`config.mk`:
```
export PLATFORM = sky130hd
export DESIGN_NAME = adc_conversion_status_flags
export DESIGN_NICKNAME = d
export VERILOG_FILES = /design/src/inc/adc_flags_pkg.sv /design/src/inc/chan_flags_if.sv /design/src/rtl/adc_channel_flags.sv /design/src/rtl/adc_conversion_status_flags.sv
export VERILOG_INCLUDE_DIRS = /design/src /design/src/inc
export SDC_FILE = /design/constraint.sdc
export NUM_CORES = 1
export LEC_CHECK = 0
export BUFFER_PORTS_ARGS = -buffer_cell sky130_fd_sc_hd__buf_4
export CAP_MARGIN = 20
export CELL_PAD_IN_SITES_DETAIL_PLACEMENT = 1
export CELL_PAD_IN_SITES_GLOBAL_PLACEMENT = 2
export CORE_MARGIN = 4
export CORE_UTILIZATION = 30
export CTS_CLUSTER_SIZE = 24
export DETAILED_ROUTE_END_ITERATION = 7
export PLACE_DENSITY = 0.93
export RECOVER_POWER = 25
export SLEW_MARGIN = 20
export SYNTH_ARGS = -nofsm -noshare
export SYNTH_HDL_FRONTEND = slang
export SYNTH_SLANG_ARGS = --single-unit
```
`constraint.sdc`:
```
create_clock -name clock -period 2.7 [get_ports clock]
set_input_delay 0.135 -clock clock [delete_from_list [all_inputs] [get_ports clock]]
set_output_delay 0.135 -clock clock [all_outputs]
set_load 0.02 [all_outputs]
```
`src/inc/adc_flags_params.svh`:
```
// Reset values of the converter status flags
`ifndef ADC_FLAGS_PARAMS_SVH
`define ADC_FLAGS_PARAMS_SVH

// Reset value of every flag and activity bit
`define ADC_FLAG_RST     1'b0
// Default channel count and result width
`define ADC_NUM_CHAN     8
`define ADC_DATA_WIDTH   10

`endif

```
`src/inc/adc_flags_pkg.sv`:
```
// Types shared by the converter status flag logic
package adc_flags_pkg;

  // Converter power and activity state, one-hot
  typedef enum logic [2:0] {
    PWR_IDLE       = 3'b001,
    PWR_CONVERTING = 3'b010,
    PWR_ASLEEP     = 3'b100
  } pwr_state_t;

endpackage

```
`src/inc/chan_flags_if.sv`:
```
// Carrier between the flag controller and one channel's flag slice
`timescale 1ns/1ns
interface chan_flags_if #(
  parameter int DW = 10
);
  logic          store;       // Result stored for this channel
  logic          clear_done;  // Done flag cleared by a read
  logic          clear_ovr;   // Overrun flag cleared by status read
  logic [DW-1:0] data;        // Converted result
  logic          done;        // Done flag
  logic          ovr;         // Channel overrun flag
  logic [DW-1:0] result;      // Channel result register

  modport ctrl (output store, clear_done, clear_ovr, data,
                input  done, ovr, result);
  modport slice (input  store, clear_done, clear_ovr, data,
                 output done, ovr, result);
endinterface

```
`src/rtl/adc_channel_flags.sv`:
```
// One channel's done flag, overrun flag and result register
`timescale 1ns/1ns
`include "adc_flags_params.svh"
module adc_channel_flags #(
  parameter int DW = 10
) (
  input  wire logic   clock,
  input  wire logic   rst,
  input  wire logic   clk_en,
  chan_flags_if.slice fl
);

  logic          done_q;    // Done flag
  logic          ovr_q;     // Overrun flag
  logic [DW-1:0] result_q;  // Stored result

  // ****************************************************
  // Flag and result storage
  // ****************************************************

  // Done: set wins over a coinciding read clear
  always_ff @(posedge clock) begin
    if (rst) begin
      done_q <= `ADC_FLAG_RST;
    end else if (clk_en) begin
      if (fl.store) begin
        done_q <= 1'b1;
      end else if (fl.clear_done) begin
        done_q <= 1'b0;
      end
    end
  end

  // Overrun: new result over an unread one; status read clears
  always_ff @(posedge clock) begin
    if (rst) begin
      ovr_q <= `ADC_FLAG_RST;
    end else if (clk_en) begin
      if (fl.store && done_q) begin
        ovr_q <= 1'b1;
      end else if (fl.clear_ovr) begin
        ovr_q <= 1'b0;
      end
    end
  end

  // Result register follows every accepted conversion
  always_ff @(posedge clock) begin
    if (rst) begin
      result_q <= '0;
    end else if (clk_en && fl.store) begin
      result_q <= fl.data;
    end
  end

  assign fl.done   = done_q;
  assign fl.ovr    = ovr_q;
  assign fl.result = result_q;

endmodule

```
`src/rtl/adc_conversion_status_flags.sv`:
```
// Status flag controller of the analog-to-digital converter
`timescale 1ns/1ns
`include "adc_flags_params.svh"
// Contract
// - Only last-result read clears data ready
// - Coinciding last read sets ready only if stored
// - Other channel read never blocks data ready
// - Disable elsewhere still stores and raises ready
// - Status read still updates general overrun
// - Unread ready plus stored conversion sets general overrun
// - Disable elsewhere still raises both overruns
// - Channel or last read clears done
// - Status read clears overrun despite new done
// - Disabled channel's conversion never raises done
// - Channel read clears only its own done
// - Idle sleep request waits for conversion end
module adc_conversion_status_flags #(
  parameter int N_CHAN = `ADC_NUM_CHAN,
  parameter int DW     = `ADC_DATA_WIDTH,
  parameter int CW     = (N_CHAN > 1) ? $clog2(N_CHAN) : 1
) (
  input  wire logic                 clock,
  input  wire logic                 rst,
  input  wire logic                 clk_en,
  input  wire logic [N_CHAN-1:0]    chan_enable_set,
  input  wire logic [N_CHAN-1:0]    chan_disable_set,
  input  wire logic                 conv_end,
  input  wire logic [CW-1:0]        conv_channel,
  input  wire logic [DW-1:0]        conv_data,
  input  wire logic                 read_last,
  input  wire logic                 read_chan,
  input  wire logic [CW-1:0]        read_chan_sel,
  input  wire logic                 read_status,
  input  wire logic                 sleep_select,
  input  wire logic                 start_conv,
  output logic [N_CHAN-1:0]         chan_enabled,
  output logic [N_CHAN-1:0]         chan_done,
  output logic [N_CHAN-1:0]         channel_overrun_flag,
  output logic [N_CHAN*DW-1:0]      channel_result_reg,
  output logic [DW-1:0]             last_result_reg,
  output logic [CW-1:0]             last_channel,
  output logic                      data_ready_flag,
  output logic                      general_overrun_flag,
  output logic                      converting,
  output logic                      asleep
);

  // ****************************************************
  // Elaboration checks
  // ****************************************************

  // Channel index must address every channel
  if (N_CHAN < 1 || (1 << CW) < N_CHAN || DW < 1) begin : g_bad
    $error("adc flags: channel count or widths unusable");
  end

  // ****************************************************
  // Declarations
  // ****************************************************

  logic [N_CHAN-1:0]    enabled_q;   // Channel enable bits
  logic [N_CHAN-1:0]    store_vec;   // Per-channel store strobe
  logic                 store_any;   // A result is stored this cycle
  logic                 ready_q;     // Data ready
  logic                 govr_q;      // General overrun
  logic [DW-1:0]        last_q;      // Last converted result
  logic [CW-1:0]        last_ch_q;   // Channel of last result
  logic                 conv_q;      // Conversion in progress
  logic                 sleep_q;     // Converter asleep
  adc_flags_pkg::pwr_state_t state_q;  // Activity state
  adc_flags_pkg::pwr_state_t state_d;  // Next activity state

  // ****************************************************
  // Channel enables
  // ****************************************************

  // Enable register; a disable wins over a coinciding enable
  always_ff @(posedge clock) begin
    if (rst) begin
      enabled_q <= '0;
    end else if (clk_en) begin
      enabled_q <= (enabled_q | chan_enable_set) & ~chan_disable_set;
    end
  end

  // ****************************************************
  // Store decision
  // ****************************************************

  // Store only for a channel enabled and not being disabled now;
  // disables of other channels have no bearing
  always_comb begin
    store_vec = '0;
    for (int i = 0; i < N_CHAN; i++) begin
      store_vec[i] = conv_end && (conv_channel == CW'(i))
                     && enabled_q[i] && !chan_disable_set[i];
    end
  end

  // Any store raises data ready, whatever reads coincide
  assign store_any = |store_vec;

  // ****************************************************
  // Channel slices
  // ****************************************************

  for (genvar i = 0; i < N_CHAN; i++) begin : g_chan
    chan_flags_if #(.DW(DW)) fl ();

    assign fl.store = store_vec[i];
    // Own read, or last-result read of the last channel
    assign fl.clear_done = (read_chan && read_chan_sel == CW'(i))
                           || (read_last && last_ch_q == CW'(i));
    assign fl.clear_ovr  = read_status;
    assign fl.data       = conv_data;

    adc_channel_flags #(.DW(DW)) u_slice (
      .clock  (clock),
      .rst    (rst),
      .clk_en (clk_en),
      .fl     (fl)
    );

    assign chan_done[i]                     = fl.done;
    assign channel_overrun_flag[i]          = fl.ovr;
    assign channel_result_reg[i*DW +: DW]   = fl.result;
  end

  // ****************************************************
  // Global flags
  // ****************************************************

  // Data ready: store wins; channel reads have no effect
  always_ff @(posedge clock) begin
    if (rst) begin
      ready_q <= `ADC_FLAG_RST;
    end else if (clk_en) begin
      if (store_any) begin
        ready_q <= 1'b1;
      end else if (read_last) begin
        ready_q <= 1'b0;
      end
    end
  end

  // General overrun: store over unread last result; status clears
  always_ff @(posedge clock) begin
    if (rst) begin
      govr_q <= `ADC_FLAG_RST;
    end else if (clk_en) begin
      if (store_any && ready_q && !read_last) begin
        govr_q <= 1'b1;
      end else if (read_status) begin
        govr_q <= 1'b0;
      end
    end
  end

  // Last result and its channel
  always_ff @(posedge clock) begin
    if (rst) begin
      last_q    <= '0;
      last_ch_q <= '0;
    end else if (clk_en && store_any) begin
      last_q    <= conv_data;
      last_ch_q <= conv_channel;
    end
  end

  // ****************************************************
  // Activity and sleep
  // ****************************************************

  // Sleep is entered only at a conversion end, so an idle
  // request waits; software starts one conversion to get there
  always_comb begin
    state_d = state_q;
    unique case (state_q)
      adc_flags_pkg::PWR_IDLE: begin
        if (start_conv) begin
          state_d = adc_flags_pkg::PWR_CONVERTING;
        end
      end
      adc_flags_pkg::PWR_CONVERTING: begin
        if (conv_end) begin
          state_d = sleep_select ? adc_flags_pkg::PWR_ASLEEP
                                 : adc_flags_pkg::PWR_IDLE;
        end
      end
      adc_flags_pkg::PWR_ASLEEP: begin
        if (start_conv) begin
          state_d = adc_flags_pkg::PWR_CONVERTING;
        end else if (!sleep_select) begin
          state_d = adc_flags_pkg::PWR_IDLE;
        end
      end
      default: begin
        state_d = adc_flags_pkg::PWR_IDLE; // Illegal code recovers
      end
    endcase
  end

  // State and its registered decodes
  always_ff @(posedge clock) begin
    if (rst) begin
      state_q <= adc_flags_pkg::PWR_IDLE;
      conv_q  <= `ADC_FLAG_RST;
      sleep_q <= `ADC_FLAG_RST;
    end else if (clk_en) begin
      state_q <= state_d;
      conv_q  <= (state_d == adc_flags_pkg::PWR_CONVERTING);
      sleep_q <= (state_d == adc_flags_pkg::PWR_ASLEEP);
    end
  end

  // ****************************************************
  // Outputs
  // ****************************************************

  assign chan_enabled         = enabled_q;
  assign last_result_reg      = last_q;
  assign last_channel         = last_ch_q;
  assign data_ready_flag      = ready_q;
  assign general_overrun_flag = govr_q;
  assign converting           = conv_q;
  assign asleep               = sleep_q;

endmodule

```
**Yosys cells after proc, flatten, opt, wreduce, memory -nomap -nowiden**

Index checks and enable logic that the tools add are counted.
W data, S select, Z words.

- Register bits: 124
- Bits of input ports: 41
- Output and inout port bits: 121
- Logic and storage cells: 211

- Equal/unequal tests: 26
- Mux-type cells: 34
- Bitwise gates (word level): 3
- Reduce and logical (&&, ||, !) cells: 116

Operator list:

| operator | count |
|---|---|
| $logic_and A1 B1 Y1 | 59 |
| $eq A3 B3 Y1 const B | 14 |
| $reduce_and A2 Y1 | 18 |
| $reduce_bool A2 Y1 | 18 |
| $mux W1 | 28 |
| $eq A3 B2 Y1 const B | 8 |
| $mux W3 | 5 |
| $eq A3 B1 Y1 const B | 4 |
| $logic_not A1 Y1 | 9 |
| $logic_not A3 Y1 | 3 |
| $pmux W3 S3 | 1 |
| $and A8 B8 Y8 | 1 |
| $logic_or A1 B1 Y1 | 8 |
| $not A8 Y8 | 1 |
| $or A8 B8 Y8 | 1 |
| $reduce_or A8 Y1 | 1 |

**Longest topological paths before layout**

Gate-level depths: netlist of the first run.

- Depth in word-level cells: 9
- Mapped depth: 7
- Depth with buffers taken out: 5

**By module**

From an unflattened synthesis of the first run, not the netlist that was laid out.

- Cell total of the unflattened synthesis: 611
- Area total of the unflattened synthesis: 5955.7 um^2

Modules (own cells, without submodules):

| module | times used | cells an instance | area an instance (um^2) | seq. area each (um^2) |
|---|---|---|---|---|
| adc_channel_flags | 8 | 54 | 546.8 | 240.2 |
| adc_conversion_status_flags | 1 | 179 | 1581.5 | 560.5 |

**Worst setup path before layout of the first run**

OpenSTA, ideal clock, no wires.

- Path kind: register -> register
- From: register enabled_q[6] (netlist: chan_enabled[6])
- To: register last_q[9] (netlist: last_result_reg[9])
- Library setup time: 0.118 ns
- Arrival time: 1.507 ns
- Data required time: 2.582 ns
- Path slack: 1.075 ns
- Cell stages (with the launch flop): 8
- Buffers on the path: 2
- Clock period less this slack: 1.625 ns
- Path through: dfxtp_1 -> inv_1 -> nor4b_4 -> or2_1 -> o41a_1 -> buf_6 -> buf_12 -> mux2i_1

- Longest elaborated chain between the ends: 4

RTL lines:

| item | RTL line | source |
|---|---|---|
| start: declaration | adc_conversion_status_flags.sv:61 | `logic [N_CHAN-1:0] enabled_q;` |
| start signal: assignment | adc_conversion_status_flags.sv:82 | `enabled_q <= (enabled_q \| chan_enable_set) & ~chan_disable_set;` |
| $logic_and A1 B1 Y1 (2 in series) | adc_conversion_status_flags.sv:96 | `&& enabled_q[i] && !chan_disable_set[i];` |
| $reduce_or A8 Y1 | adc_conversion_status_flags.sv:101 | `assign store_any = \|store_vec;` |
| $logic_and A1 B1 Y1 | adc_conversion_status_flags.sv:164 | `end else if (clk_en && store_any) begin` |
| end signal: assignment | adc_conversion_status_flags.sv:165 | `last_q <= conv_data;` |
| end: declaration | adc_conversion_status_flags.sv:66 | `logic [DW-1:0] last_q;` |

Every way passes these cells.
A chain may end at the register's enable or synchronous reset.

**Worst setup path after layout of the first run**

- From: input chan_disable_set[2]
- To: register g_chan[2].u_slice.result_q[2]

- Longest elaborated chain between the ends: 3

RTL lines:

| item | RTL line | source |
|---|---|---|
| start: declaration | adc_conversion_status_flags.sv:26 | `input wire logic [N_CHAN-1:0] chan_disable_set,` |
| $logic_not A1 Y1 | adc_conversion_status_flags.sv:96 |  |
| $logic_and A1 B1 Y1 | adc_conversion_status_flags.sv:96 |  |
| $logic_and A1 B1 Y1 | adc_channel_flags.sv:51 | `end else if (clk_en && fl.store) begin` |
| end signal: assignment | adc_channel_flags.sv:52 | `result_q <= fl.data;` |
| end: declaration | adc_channel_flags.sv:15 | `logic [DW-1:0] result_q;` |

Every way passes these cells.

==> run metrics, run 1 <==
Post-Syn Nets=roughly 660; reg-to-reg startpoint=chan_enabled[2]; maximum vdd drop=407.9 uV; HPWL Detailed=roughly 13000 um; GR Overflow Total=0; CTS Sinks=124; GR Util All Layers=about a fifth; CTS tree=built; first-pass GRT wire length=27140 um; Tightest Pin Transition=between 0.8 and 0.9 ns; vias=approximately 4800; area share of the leading cell type in the synthesized netlist=49.82%; cell row count=between 40 and 50; Worst R2R Setup Slack=between 0.8 and 0.9 ns; Clk pin slew, worst setup/hold paths=about 0.06 ns; Critical R2R Capture=g_chan[2].u_slice.fl.result[2]; Gate Count Post-Synth=between 600 and 700; Slew Limit Headroom=44.05%; # IOs=roughly 160; drt drc=0; area of the core=~16000 um^2; final worst path period need=1.879 ns; fin. max-slew vios=0; Final nets=784; root buffer cell=clkbuf_16; clk buf depth=2; syn avg cell area=8.075 um^2; area leader, netlist=dfxtp_1; First-pass DRT Iterations=4; overall power=about 0.0044 W; final setup skew=0.009548 ns; Synth Register Bits=about 120; First DRT Iteration DRCs=~260; GR Layer Usage met2=32.67%; initial antenna violation count=0; Max Fclk=approximately 0.53 GHz; Static Leak=2.460 nW; Synth cell types=38; top post-synthesis cells by area=dfxtp_1 (50%), nand2_1 (12%), a21oi_1 (10%); Fill cells=1907; Initial Utilization=roughly 31%; GRT busiest layer=met2; Vias/cell=4.918; WP data required=about 3.0 ns; average wire per standard cell=~19 um; P&R area growth vs syn=33.68%; antenna fix cells=0; Yosys warnings=0; DRT antenna net count=0; status=complete, no violations; IO Port Bufs=about 160; Clk Latency, worst-skew pair=0.41 ns; global-route met3 utilization=4.890%; Mapped Area=about 5000 um^2; number of global-route vias before repair=about 4900; Die Ht=around 140 um; maxcap violations=0; most frequent cells in the layout=nand2_1 (153), dfxtp_1 (124), buf_4 (110); TritonCTS buffer count=17; post_cts resized=0; Worst setup SP type=input pin; post-synthesis sequential area ratio=49.82%; Worst Hold End=last_channel[1]; Cell Pwr Density=666.2 nW/um^2; unrepaired setup endpoints after global routing=no; Final Setup Violations=0; worst reg-to-reg path cell count=5; max reg flops=80; Util after Layout=about 41%; CP Capture Type=flop; width of the chip=about 140 um; pin count of the biggest net entering global routing=85; CTS HTree Levels=4; DRT Wirelength=between 15000 and 20000 um; Setup CP Type=input pin to flop; Fin. Hold Viols=0; M1 GR Usage=about 23%; ratio of cells with drive above 1 in the final layout=19.47%; die area=between 15000 and 20000 um^2; placer congestion estimate=~0.80; critical path peak fanout=12; commonest non-fill, non-tap cell in the layout=nand2_1; Hold Path Depth=3; Fin Setup TNS=0 ns; min-delay src=conv_channel[1]; HP Class=input pin to flop; post-route clock period utilization=69.59%; Worst EP arrival=approximately 2.2 ns
==> metrics by stage <==
step,cells,instance area (um^2),setup slack (ns),hold WS [ns]
after floorplan,617,4982,1.075,0.2351
after global placement,931,6172,0.7977,0.3299
after detailed placement,931,6172,0.7427,0.3343
after CTS,971,6863,0.7949,0.01880
after global routing,971,6660,0.6181,0.04719
final,971,6660,0.8212,0.04159
==> cell type report <==
cell class                 instances  area (um^2)  area share (%)
clock inverter                    11        143.9           2.160
clock buffer                      20        456.7           6.857
inverter                           7        26.28          0.3945
tap                              216        270.3           4.058
multi-input combinational        418         2135           32.05
sequential                       124         2482           37.27
timing repair buffer             175         1146           17.21
==> cells by family after synthesis <==
family / after synthesis / share of synthesized area (%)
buf+inv: 75 / 7.333
mux: 13 / 2.612
simple gates: 272 / 25.46
flops: 124 / 49.82
compound gates: 133 / 14.77
==> synth_stat cells <==
cell	n
nand3b_1	1
nor2b_1	7
nor2b_4	1
or2_1	1
a21oi_1	101
a211oi_1	8
or3_1	1
or2b_1	1
a22oi_1	5
buf_6	1
o211ai_1	1
buf_12	1
o22ai_1	6
buf_4	16
nor2_1	19
and2_4	1
a32oi_1	3
o41ai_1	2
nand2_1	153
nor4b_4	1
and3b_1	1
nand3_1	34
dfxtp_1	124
nand4_1	5
inv_1	7
mux2i_1	13
clkbuf_1	48
nand2b_1	34
nand4b_1	1
or2_2	2
buf_1	2
a31oi_1	2
o41a_1	1
o21ai_0	4
nor3b_1	2
nor3_1	4
and4b_1	2
and2_1	1
==> worst max-delay path by stage <==
| stage | start | to | slack (ns) |
|---|---|---|---|
| after detailed placement | conv_channel[2] | last_result_reg[4] | 0.74 |
| after global placement | conv_channel[1] | g_chan[5].u_slice.fl.result[9] | 0.80 |
| final | chan_disable_set[2] | g_chan[2].u_slice.fl.result[2] | 0.82 |
| after floorplan | chan_enabled[6] | last_result_reg[9] | 1.07 |
| after global routing | chan_enabled[2] | g_chan[2].u_slice.fl.ovr | 0.62 |
| after CTS | chan_disable_set[7] | data_ready_flag | 0.79 |
==> critical path: stages <==
cell and delay [ns]:
dlygate4sd3_1 0.54, buf_4 0.14, nor2b_1 0.16, nand4_1 0.48, inv_1 0.49, nand2_1 0.12
a21oi_1 0.14
==> report_power, final <==
group	internal (W)	switching (W)
Sequential	0.00184	0.0000114
Clock	0.00149	0.000828
Combinational	0.0000988	0.000164
Total	0.00343	0.00100
==> layer usage <==
layer | vias to the layer above | part of all wire [%]
met1 | 2304 | 42
met5 | - | 0
met2 | 142 | 51
met3 | 26 | 5.7
li1 | 2303 | -
met4 | 0 | 2.2
==> repair_timing <==
item,in CTS,in global routing
hold buffers,9,0
buffers inserted,0,0
hold endpoints to repair,9,0
(Power assumes the default switching activity.)
==> run 2: changes to the inputs <==
--- a/config.mk
+++ b/config.mk
@@ -11,10 +11,10 @@
 export CELL_PAD_IN_SITES_DETAIL_PLACEMENT = 1
 export CELL_PAD_IN_SITES_GLOBAL_PLACEMENT = 2
 export CORE_MARGIN = 4
-export CORE_UTILIZATION = 30
+export CORE_UTILIZATION = 28
 export CTS_CLUSTER_SIZE = 24
 export DETAILED_ROUTE_END_ITERATION = 7
-export PLACE_DENSITY = 0.93
+export PLACE_DENSITY = 0.88
 export RECOVER_POWER = 25
 export SLEW_MARGIN = 20
 export SYNTH_ARGS = -nofsm -noshare
==> constraint.sdc (replaced) <==
create_clock -name clock -period 1.75 [get_ports clock]
set_input_delay 0.0875 -clock clock [delete_from_list [all_inputs] [get_ports clock]]
set_output_delay 0.0875 -clock clock [all_outputs]
set_load 0.02 [all_outputs]
==> run 2 against run 1 <==
First-iteration DRC count down 38%; wire length up 1.5%; critical path type unchanged; critical path depth up 1; critical endpoint is now last_result_reg[4].
==> run metrics, run 2 (synthesized netlist as in run 1, its figures left out) <==
Max Fclk=0.5938 GHz; antenna fix cells=0 (unchanged); Worst setup SP type=input pin; status=complete, no violations; max reg flops=80 (unchanged); critical path peak fanout=13 (+1); maximum vdd drop=661.5 uV (+62%); commonest non-fill, non-tap cell in the layout=nand2_1; CTS tree=built; cell family with most CP delay=buffers and inverters; initial antenna violation count=0 (unchanged); First-pass DRT Iterations=4 (unchanged); Final Setup Violations=0 (unchanged); number of global-route vias before repair=4972 (+0.83%); Setup CP Type=input pin to flop; CP Buf/Inv Count=3 (unchanged); clk buf depth=2 (unchanged); width of the chip=141.4 um (+3.3%); Clk pin slew, worst setup/hold paths=0.05 ns (about the same); Tightest Pin Transition=0.6984 ns (-0.1408 ns); unrepaired setup endpoints after global routing=no; die area=19990 um^2 (+6.7%); overall power=0.006733 W (+52%); WP data required=2.04 ns (-1.00 ns); delay of the slowest critical-path stage=0.54 ns (about the same); First DRT Iteration DRCs=162 (-38%); pin count of the biggest net entering global routing=71 (-16%); area of the core=17360 um^2 (+8.1%); Vias/cell=4.863 (-1.1%); maxcap violations=0 (unchanged); Crit-path slowest cell=dlygate4sd3_1; GR Util All Layers=18.04% (-1.0 points); vias=4839 (+1.3%); TritonCTS buffer count=17 (unchanged); DRT antenna net count=0 (unchanged); final worst path period need=about 1.7 ns; WHS=0.01804 ns (-0.02355 ns); CTS HTree Levels=4 (unchanged); fin. max-slew vios=0 (unchanged); Worst path depth=8 (+1); CP Capture Type=flop; DRT Wirelength=18250 um (+1.5%); Fin. Hold Viols=0 (unchanged); drt drc=0 (unchanged); Worst EP arrival=1.98 ns (-0.24 ns); Static Leak=2.534 nW (+3.0%); CTS Sinks=124 (unchanged); Cell Pwr Density=991.4 nW/um^2 (+49%); Die Ht=141.4 um (+3.3%); Cell Chain, Critical Path=dlygate4sd3_1, buf_4, nand2_1, nor2_1, or2_1, o41a_1, buf_6, mux2i_1; first-pass GRT wire length=27880 um (+2.7%); final setup skew=0.007489 ns (-0.002059 ns); average wire per standard cell=18.34 um (-0.95%); Initial Utilization=28.71% (-2.3 points); GR Overflow Total=0 (unchanged); placer congestion estimate=0.7726 (-3.5%); HP Class=input pin to flop; Final nets=800 (+2.0%); Setup Fix Bufs, Post-CTS=0 (unchanged); Fin Setup TNS=0 ns (unchanged); IO Port Bufs=161 (unchanged); Clk Latency, worst-skew pair=0.41 ns (about the same); # IOs=162 (unchanged); most frequent cells in the layout=nand2_1 (151), dfxtp_1 (124), buf_4 (113); HPWL Detailed=12830 um (+0.47%); ratio of cells with drive above 1 in the final layout=19.74% (+0.27 points); cell row count=48 (+4.3%); Slew Limit Headroom=53.44% (+9.4 points); worst reg-to-reg path cell count=6 (+1); post-route clock period utilization=between 90% and 100%; P&R area growth vs syn=36.31%; root buffer cell=clkbuf_16; Hold Path Depth=3 (unchanged)
run 2: power by group:
group / internal (W) / leakage (nW) / switching, W / total (W)
Sequential: 0.00285 / 1.00 / 0.0000187 / 0.00287
Combinational: 0.000173 / 1.25 / 0.000258 / 0.000430
Clock: 0.00218 / 0.281 / 0.00126 / 0.00344
run 2: cell type report:
cell class                 instances  area (um^2)
clock buffer                      22        474.2
clock inverter                     8        92.59
fill                            2124        10570
inverter                           7        26.28
multi-input combinational        418         2147
sequential                       124         2482
tap                              225        281.5
timing repair buffer             191         1287
run 2: path summary, 6_finish.rpt:
check                                               startpoint                        endpoint  slack, ns
worst min register to register  g_chan[1].u_slice.fl.result[7]  g_chan[1].u_slice.fl.result[7]       0.46
worst max-delay path                           conv_channel[2]              last_result_reg[4]       0.07
worst min-delay path                        chan_enable_set[5]                 chan_enabled[5]       0.02
worst max register to register                 chan_enabled[6]              last_result_reg[4]       0.16
run 2: what timing repair did:
item | CTS | global route
hold buffers | 17 | 0
gates resized for setup | 0 | 4
setup endpoints to repair | 0 | 20
hold endpoints to repair | 13 | 0
run 2: metal layers:
layer	track usage [%]	vias up	wire [um]
met2	31.33	120	9257
met5	0	-	0
met1	20.98	2363	7563
li1	-	2326	-
met4	8.232	0	545
met3	4.415	30	880
run 2: through the flow:
stage	util, %	setup slack, ns	cell area, um^2	std cells
floorplan	-	0.1250	4982	617
global placement	36.04	0.1974	6256	948
detailed placement	36.04	0.1574	6256	948
CTS	40.29	0.06098	6993	995
global route	39.13	0.01324	6792	995
finish	39.13	0.06600	6792	995
run 2: worst min-delay path, stage by stage:
cell and delay, ns:
buf_4 0.08, a21oi_1 0.05, a211oi_1 0.15
